--- config.mk ---
export PLATFORM = sky130hd
export DESIGN_NAME = vlsc_virtual_limit_switch_compare
export DESIGN_NICKNAME = d
export VERILOG_FILES = /design/src/hdl/vlsc_compare.v /design/src/hdl/vlsc_virtual_limit_switch_compare.v
export VERILOG_INCLUDE_DIRS = /design/src /design/src/hdl
export SDC_FILE = /design/constraint.sdc
export NUM_CORES = 1
export LEC_CHECK = 0
export BUFFER_PORTS_ARGS = -buffer_cell sky130_fd_sc_hd__buf_2
export CAP_MARGIN = 20
export CORE_ASPECT_RATIO = 1.1
export CORE_MARGIN = 4
export CORE_UTILIZATION = 44
export CTS_BUF_LIST = sky130_fd_sc_hd__clkbuf_4 sky130_fd_sc_hd__clkbuf_8
export CTS_CLUSTER_SIZE = 24
export DETAILED_ROUTE_END_ITERATION = 8
export PLACE_DENSITY = 0.71
export SLEW_MARGIN = 10
export SYNTH_ARGS = -nofsm -noshare
export SYNTH_HDL_FRONTEND = slang
export SYNTH_SLANG_ARGS = --single-unit
--- constraint.sdc ---
create_clock -name clk -period 3.3 [get_ports clk]
set_input_delay 0.165 -clock clk [delete_from_list [all_inputs] [get_ports clk]]
set_output_delay 0.165 -clock clk [all_outputs]
set_load 0.01 [all_outputs]
--- src/hdl/vlsc_defines.vh ---
`ifndef VLSC_DEFINES_VH
`define VLSC_DEFINES_VH

// ==========================================================================
// register indices (byte address is four times the index)
// ==========================================================================
`define VLSC_IDX_LEFT       8'h3e
`define VLSC_IDX_RIGHT      8'h3f
`define VLSC_IDX_CTRL       8'h40
`define VLSC_IDX_STATUS     8'h41
`define VLSC_IDX_POSENC     8'h42
`define VLSC_IDX_POSRAMP    8'h43

// ==========================================================================
// field positions
// ==========================================================================
`define VLSC_CTRL_SRC_BIT   0
`define VLSC_STAT_LEFT_BIT  0
`define VLSC_STAT_RIGHT_BIT 1
`define VLSC_STAT_SRC_BIT   2

// ==========================================================================
// reset values
// ==========================================================================
`define VLSC_RST_LEFT       32'h0000_0000
`define VLSC_RST_RIGHT      32'h0000_0000
`define VLSC_RST_SRC        1'h0
`define VLSC_RST_RDATA      32'h0000_0000

`endif

--- src/hdl/vlsc_compare.v ---
`timescale 1ns/10ps
`default_nettype none

// ==========================================================================
// signed two-sided limit compare
// ==========================================================================
module vlsc_compare
(
   input  wire signed [31:0] position,
   input  wire signed [31:0] leftLimit,
   input  wire signed [31:0] rightLimit,
   output wire               atLeft,
   output wire               atRight
);

   assign atLeft  = (position <= leftLimit);
   assign atRight = (position >= rightLimit);

endmodule // vlsc_compare

`default_nettype wire

--- src/hdl/vlsc_virtual_limit_switch_compare.v ---
// Design decision made here: the address-and-strobe port.
`timescale 1ns/10ps
`default_nettype none
`include "vlsc_defines.vh"

module vlsc_virtual_limit_switch_compare
(
   input  wire        clk,
   input  wire        srst,
   input  wire [7:0]  regAddr,
   input  wire [31:0] regWdata,
   input  wire        regWrite,
   input  wire        regRead,
   output reg  [31:0] regRdata,
   input  wire [31:0] encoderPosition,
   input  wire [31:0] ramp_actual_position,
   output reg         stopLeft,
   output reg         stopRight
);

   // =======================================================================
   // register select codes
   // =======================================================================
   localparam [2:0] SEL_NONE    = 3'h0;
   localparam [2:0] SEL_LEFT    = 3'h1;
   localparam [2:0] SEL_RIGHT   = 3'h2;
   localparam [2:0] SEL_CTRL    = 3'h3;
   localparam [2:0] SEL_STATUS  = 3'h4;
   localparam [2:0] SEL_POSENC  = 3'h5;
   localparam [2:0] SEL_POSRAMP = 3'h6;

   // =======================================================================
   // address decode, shared by the write and read paths
   // =======================================================================
   function [2:0] decodeIndex;
      input [7:0] index;
      begin
         if (index == `VLSC_IDX_LEFT)
            decodeIndex = SEL_LEFT;
         else if (index == `VLSC_IDX_RIGHT)
            decodeIndex = SEL_RIGHT;
         else if (index == `VLSC_IDX_CTRL)
            decodeIndex = SEL_CTRL;
         else if (index == `VLSC_IDX_STATUS)
            decodeIndex = SEL_STATUS;
         else if (index == `VLSC_IDX_POSENC)
            decodeIndex = SEL_POSENC;
         else if (index == `VLSC_IDX_POSRAMP)
            decodeIndex = SEL_POSRAMP;
         else
            decodeIndex = SEL_NONE;
      end
   endfunction

   // =======================================================================
   // access select
   // =======================================================================
   wire [2:0] writeSel;
   wire [2:0] readSel;
   reg        writeLeft;
   reg        writeRight;
   reg        writeCtrl;

   assign writeSel = regWrite ? decodeIndex(regAddr) : SEL_NONE;
   assign readSel  = regRead  ? decodeIndex(regAddr) : SEL_NONE;

   always @*
   begin
      writeLeft  = 1'b0;
      writeRight = 1'b0;
      writeCtrl  = 1'b0;
      if (writeSel == SEL_LEFT)
      begin
         writeLeft = 1'b1;
      end
      else if (writeSel == SEL_RIGHT)
      begin
         writeRight = 1'b1;
      end
      else if (writeSel == SEL_CTRL)
      begin
         writeCtrl = 1'b1;
      end
   end

   // =======================================================================
   // limit and control registers
   // =======================================================================
   reg [31:0] leftLimit;
   reg [31:0] rightLimit;
   reg        limitSourceEnc;
   reg [31:0] next_leftLimit;
   reg [31:0] next_rightLimit;
   reg        next_limitSourceEnc;

   always @*
   begin
      next_leftLimit = leftLimit;
      if (writeLeft)
      begin
         next_leftLimit = regWdata;
      end
   end

   always @*
   begin
      next_rightLimit = rightLimit;
      if (writeRight)
      begin
         next_rightLimit = regWdata;
      end
   end

   always @*
   begin
      next_limitSourceEnc = limitSourceEnc;
      if (writeCtrl)
      begin
         next_limitSourceEnc = regWdata[`VLSC_CTRL_SRC_BIT];
      end
   end

   always @(posedge clk)
   begin
      if (srst)
      begin
         leftLimit <= `VLSC_RST_LEFT;
      end
      else
      begin
         leftLimit <= next_leftLimit;
      end
   end

   always @(posedge clk)
   begin
      if (srst)
      begin
         rightLimit <= `VLSC_RST_RIGHT;
      end
      else
      begin
         rightLimit <= next_rightLimit;
      end
   end

   always @(posedge clk)
   begin
      if (srst)
      begin
         limitSourceEnc <= `VLSC_RST_SRC;
      end
      else
      begin
         limitSourceEnc <= next_limitSourceEnc;
      end
   end

   // =======================================================================
   // position source select
   // =======================================================================
   reg [31:0] selPosition;

   always @*
   begin
      if (limitSourceEnc)
      begin
         selPosition = encoderPosition;
      end
      else
      begin
         selPosition = ramp_actual_position;
      end
   end

   // =======================================================================
   // signed compare
   // =======================================================================
   wire atLeft;
   wire atRight;

   vlsc_compare u_compare
   (
      .position   (selPosition),
      .leftLimit  (leftLimit),
      .rightLimit (rightLimit),
      .atLeft     (atLeft),
      .atRight    (atRight)
   );

   // =======================================================================
   // stop outputs
   // =======================================================================
   // registered, so a stop trails its cause by one clock
   reg next_stopLeft;
   reg next_stopRight;

   always @*
   begin
      next_stopLeft  = atLeft;
      next_stopRight = atRight;
   end

   always @(posedge clk)
   begin
      if (srst)
      begin
         stopLeft <= 1'b0;
      end
      else
      begin
         stopLeft <= next_stopLeft;
      end
   end

   always @(posedge clk)
   begin
      if (srst)
      begin
         stopRight <= 1'b0;
      end
      else
      begin
         stopRight <= next_stopRight;
      end
   end

   // =======================================================================
   // readable words
   // =======================================================================
   reg [31:0] ctrlWord;
   reg [31:0] statusWord;

   always @*
   begin
      ctrlWord                     = 32'h0000_0000;
      ctrlWord[`VLSC_CTRL_SRC_BIT] = limitSourceEnc;
   end

   always @*
   begin
      statusWord                       = 32'h0000_0000;
      statusWord[`VLSC_STAT_LEFT_BIT]  = stopLeft;
      statusWord[`VLSC_STAT_RIGHT_BIT] = stopRight;
      statusWord[`VLSC_STAT_SRC_BIT]   = limitSourceEnc;
   end

   // =======================================================================
   // read port
   // =======================================================================
   // data stand for the one cycle after the read strobe, zero otherwise
   reg [31:0] next_regRdata;

   always @*
   begin
      if (readSel == SEL_LEFT)
      begin
         next_regRdata = leftLimit;
      end
      else if (readSel == SEL_RIGHT)
      begin
         next_regRdata = rightLimit;
      end
      else if (readSel == SEL_CTRL)
      begin
         next_regRdata = ctrlWord;
      end
      else if (readSel == SEL_STATUS)
      begin
         next_regRdata = statusWord;
      end
      else if (readSel == SEL_POSENC)
      begin
         next_regRdata = encoderPosition;
      end
      else if (readSel == SEL_POSRAMP)
      begin
         next_regRdata = ramp_actual_position;
      end
      else
      begin
         next_regRdata = `VLSC_RST_RDATA;
      end
   end

   always @(posedge clk)
   begin
      if (srst)
      begin
         regRdata <= `VLSC_RST_RDATA;
      end
      else
      begin
         regRdata <= next_regRdata;
      end
   end

endmodule // vlsc_virtual_limit_switch_compare

`default_nettype wire
== After elaboration in Yosys (flattened, before gate mapping) ==
Index checks and enable logic that the tools add are counted.
Storage, ports and cells
  logic and storage cells: 44
  flip-flop bits (word level): 99
  bits of input ports: 108
  output and inout port bits: 34
Cells by class
  equal/unequal tests: 15
  mux-type cells: 21
  magnitude comparators: 2
Operators by type and width (number)
  two-way mux 32 bit: 7
  == test 8 x 7 -> 1 bit, second input constant: 4
  greater-or-equal comparator 32 bit: 1
  less-or-equal comparator 32 bit: 1
  two-way mux 3 bit: 8
  == test 8 x 6 -> 1 bit, second input constant: 2
  == test 3 x 2 -> 1 bit, second input constant: 4
  == test 3 bit, second input constant: 3
  == test 3 x 1 -> 1 bit, second input constant: 2
  two-way mux 1 bit: 6

== Longest topological paths before layout ==
  depth after elaboration: 15
  depth in mapped cells: 10
  gate-level depth less buffers: 8

== Hierarchy ==
From an unflattened synthesis, not the netlist that was laid out.
Unflattened totals
  cells, all modules: 718
  area, all modules: 6331.1 um2
Modules (own cells, without submodules)
  vlsc_virtual_limit_switch_compare: times used 1, cells an instance 493, sequential area each 1981.9 um2, area each 4717.0 um2
  vlsc_compare: times used 1, cells an instance 225, sequential area each 0.0 um2, area each 1614.0 um2

== Least setup slack after synthesis ==
Ideal clock, no wire load.
  kind: register -> register
  start point: reg limitSourceEnc
  end point: reg stopLeft
  stages on the path, launching flop included: 11
  arrival time: 2.708 ns
  slack: 0.469 ns
  path buffers: 2
  data required time: 3.177 ns
  period minus slack after synthesis: 2.831 ns
  library setup time: 0.123 ns
  path through: dfxtp_1 > clkbuf_1 > clkbuf_1 > mux2_2 > ha_1 > nand4_1 > or2_2 > a211oi_1 > o31ai_1 > and4b_1 > or2_2
On the way
  word-level cells in the longest chain between the ends: 2
Ends and longest elaborated chain
  start: declaration: RTL line vlsc_virtual_limit_switch_compare.v:91  | reg limitSourceEnc;
  start signal: assignment: RTL line vlsc_virtual_limit_switch_compare.v:151  | limitSourceEnc <= `VLSC_RST_SRC;
  start signal: assignment: RTL line vlsc_virtual_limit_switch_compare.v:155  | limitSourceEnc <= next_limitSourceEnc;
  two-way mux 32 bit: RTL line vlsc_virtual_limit_switch_compare.v:166  | if (limitSourceEnc)
  less-or-equal comparator 32 bit: RTL line vlsc_compare.v:16  | assign atLeft = (position <= leftLimit);
  end signal: assignment: RTL line vlsc_virtual_limit_switch_compare.v:212  | stopLeft <= next_stopLeft;
  end: declaration: RTL line vlsc_virtual_limit_switch_compare.v:17  | output reg stopLeft,
No other way between the ends.
A chain may end at the register's enable or synchronous reset.

== Worst setup path in the final report ==
  start point: reg limitSourceEnc
  end point: reg stopRight
On the way
  word-level cells in the longest chain between the ends: 2
Ends and longest elaborated chain
  two-way mux 32 bit: RTL line vlsc_virtual_limit_switch_compare.v:166
  greater-or-equal comparator 32 bit: RTL line vlsc_compare.v:17  | assign atRight = (position >= rightLimit);
  end signal: assignment: RTL line vlsc_virtual_limit_switch_compare.v:224  | stopRight <= next_stopRight;
  end: declaration: RTL line vlsc_virtual_limit_switch_compare.v:18  | output reg stopRight
No other way between the ends.

==> impl_metrics.tcl <==
set metrics [dict create \
    clock_skew_ns 0.00704 \
    antenna_found_initial 2 \
    grt_pass1_wl_um 26700 \
    core_area_um2 13200 \
    syn_nets 894 \
    power.density_nw_per_um2 337 \
    cts_buffers 9 \
    portBuffers 141 \
    wl_met2_um 8300 \
    arrival_ns 2.98 \
    hp-start "regWdata[25]" \
    period_needed_ns 2.74 \
    setup_viol 0 \
    grt.total_usage_pct 21.7 \
    worst_setup_path_end_kind "flip-flop" \
    path_cells "buf_4 > mux2_2 > ha_1 > a21o_1 > a21o_1 > a21oi_1 > o21ai_0 > a211oi_1 > o21ai_0" \
    dr_wl_met3_um 1010 \
    nets 1021 \
    fmax_ghz 0.365 \
    p_leak_nw 2.63 \
    hold_violations 0 \
    cts_resized 0 \
    syn_inst 722 \
    grt_max_degree 62 \
    synth.area.top_cells "dfxtp_1, ha_1, nand2_1" \
    synth-seq-area-share_pct 33.6 \
    wl_met1_um 6950 \
    period_share_pct 83.0 \
    holdBufCountCts 0 \
    cp_max_fo 19 \
    die_area_um2 15300 \
    gp_congestion 0.882 \
    r2r_setup_slack_ns 0.56 \
    htree_num_levels 3 \
    grt-ovfl-total 0 \
    finalSetupTns_ns 0 \
    io_pins 142 \
    hpwlAfterDp_um 12800 \
    ir_drop_uv 241 \
    cp.required_ns 3.54 \
    drtIter0Drc 479 \
    yosysTopAreaCell "dfxtp_1" \
    viasPerCell 5.50 \
    num_rows 44 \
    die_x_um 118 \
    power_mw 2.36 \
    outcome "finished, final reports clean" \
    grt_pass1_vias 5482 \
    start_util_pct 44.9 \
    highest_layer "met5" \
    synth.distinct_cells 48 \
    critPathLaunchType "flip-flop" \
    root_buffer "clkbuf_8" \
    wirelength_um 16800 \
    drtPass1Iterations 5 \
    post_cts_buffers 0 \
    slew_violations 0 \
    max-slew-margin-rel_pct 47.9 \
    drc 0 \
    ant_nets 0 \
    clockBufferDepth 2 \
    drive_gt1_share_pct 27.6 \
    area_growth_pct 18.8 \
    synth_top_area_share_pct 33.6 \
    criticalPathCategory "flip-flop to flip-flop" \
    cts.sinks 99 \
    tightest_slew_ns 0.781 \
    r2r_start "limitSourceEnc" \
    syn-cell-area_um2 5900 \
    vias 5589 \
    drv_cap 0 \
    avgSynthCellArea_um2 8.18 \
    hold_class "primary input to flip-flop" \
    rsz0062_at_grt "no" \
    tritoncts "built" \
    wire_per_inst_um 16.5 \
    synth-seq-cells 99 \
    clk_latency_ns 0.37 \
    cp_slowest_cell "a211oi_1" \
    crit_start "limitSourceEnc" \
    die_height_um 129 \
    slowest_delay_ns 0.45 \
    clk_pin_slew_ns 0.09 \
    yosysWarnings 0 \
]
cell usage in the layout, fill, tap and decap left out, types with 2 or more instances in the layout:
cell / n
inv_1: 64
o211ai_1: 2
and3_1: 2
a21oi_1: 106
a211o_1: 2
or2_2: 2
a22oi_2: 10
nor2_1: 8
nand2b_1: 3
bufinv_16: 2
nand3b_1: 2
clkbuf_8: 11
a22oi_1: 51
mux2i_1: 3
a31oi_1: 2
mux2_2: 33
ha_1: 64
a21oi_2: 10
buf_4: 17
nor2_2: 4
o31ai_1: 2
o21ai_0: 9
nor3_1: 4
o21a_1: 2
nand3_1: 7
nand4_1: 11
dfxtp_1: 99
a211oi_1: 3
nor2b_1: 4
nand2_1: 144
and4_1: 2
a21o_1: 9
buf_2: 140
metal layers:
| metal | vias up | global-route usage [%] |
|---|---|---|
| met2 | 208 | 39.0 |
| met1 | 2550 | 24.9 |
| met5 | - | 0 |
| met4 | 2 | 9.07 |
| met3 | 44 | 5.15 |
| li1 | 2785 | - |
kinds of logic (layout without fill, tap and decap cells):
logic type	Yosys count	count (layout)	share of synthesized area, %
AO/OA/AOI/OAI	216	216	23.8
adder cells (fa/ha/maj)	64	64	13.6
buffers and inverters	106	238	7.29
flip-flops	99	99	33.6
multiplexers	36	36	6.80
other	0	1	0
AND/OR/NAND/NOR	201	201	15.0
area by class of cell:
type / instances / area (um^2)
antenna: 1 / 2.50
clock buffer: 12 / 159
clock inverter: 4 / 72.6
fill: 1259 / 6150
inverter: 64 / 240
multi-input combinational: 517 / 3510
sequential: 99 / 1980
tap: 161 / 201
timing repair buffer: 158 / 848
registers in the layout (all words and copies together), names as in the netlist:
name	cells
limitSourceEnc	1
stopLeft	1
leftLimit	32
regRdata	32
stopRight	1
rightLimit	32
through the flow:
stage / worst slack [ns] / instances / instance area, um^2 / util, % / hold slack, ns
global route: 0.373 / 1016 / 7010 / 53.3 / 0.0181
detailed placement: 0.596 / 999 / 6780 / 51.5 / 0.423
finish: 0.560 / 1016 / 7010 / 53.3 / 0.0304
floorplan: 0.469 / 722 / 5900 / - / 0.301
CTS: 0.575 / 1015 / 7010 / 53.3 / 0.0138
global placement: 0.662 / 999 / 6780 / 51.5 / 0.419
cell usage after synthesis, drive strengths merged:
master and n:
nand3 7, dfxtp 99, inv 64, o31ai 2, or4b 1, o21a 2
nand2b 3, and4b 1, and4 2, o41ai 1, nand2 145, o22ai 1
a21oi 116, nor2b 4, nor2 12, mux2i 3, o211a 1, nand4b 1
a22oi 61, nand4 11, and3 2, nor3 6, a211o 2, a211oi 3
o211ai 2, or2 2, clkbuf 25, o21ai 9, nand3b 2, a31oi 2
buf 17, a21boi 1, a21o 9, mux2 33, a41oi 1, a311o 1
nor4bb 1, ha 64, or3 1, a221oi 1, o2111ai 1
report_power, final:
part | switching (mW) | leakage, nW | internal, mW | total [mW]
Sequential | 0.00249 | 0.798 | 1.20 | 1.20
Clock | 0.420 | 0.116 | 0.476 | 0.896
Combinational | 0.145 | 1.72 | 0.121 | 0.266
Total | 0.567 | 2.63 | 1.79 | 2.36
path summary, 6_finish.rpt:
kind                            depth (start not counted)            end
worst max register to register                          9      stopRight
worst max-delay path                                    9      stopRight
worst min register to register                          2  leftLimit[27]
worst min-delay path                                    3  leftLimit[25]
critical path, delay by kind of cell (launching register included):
family,cells,cell delay (ns)
DFF,1,0.34
AOI/OAI and AO/OA,6,1.27
adders and majority gates,1,0.30
muxes,1,0.40
buffers and inverters,1,0.28
(Power assumes the default switching activity.)
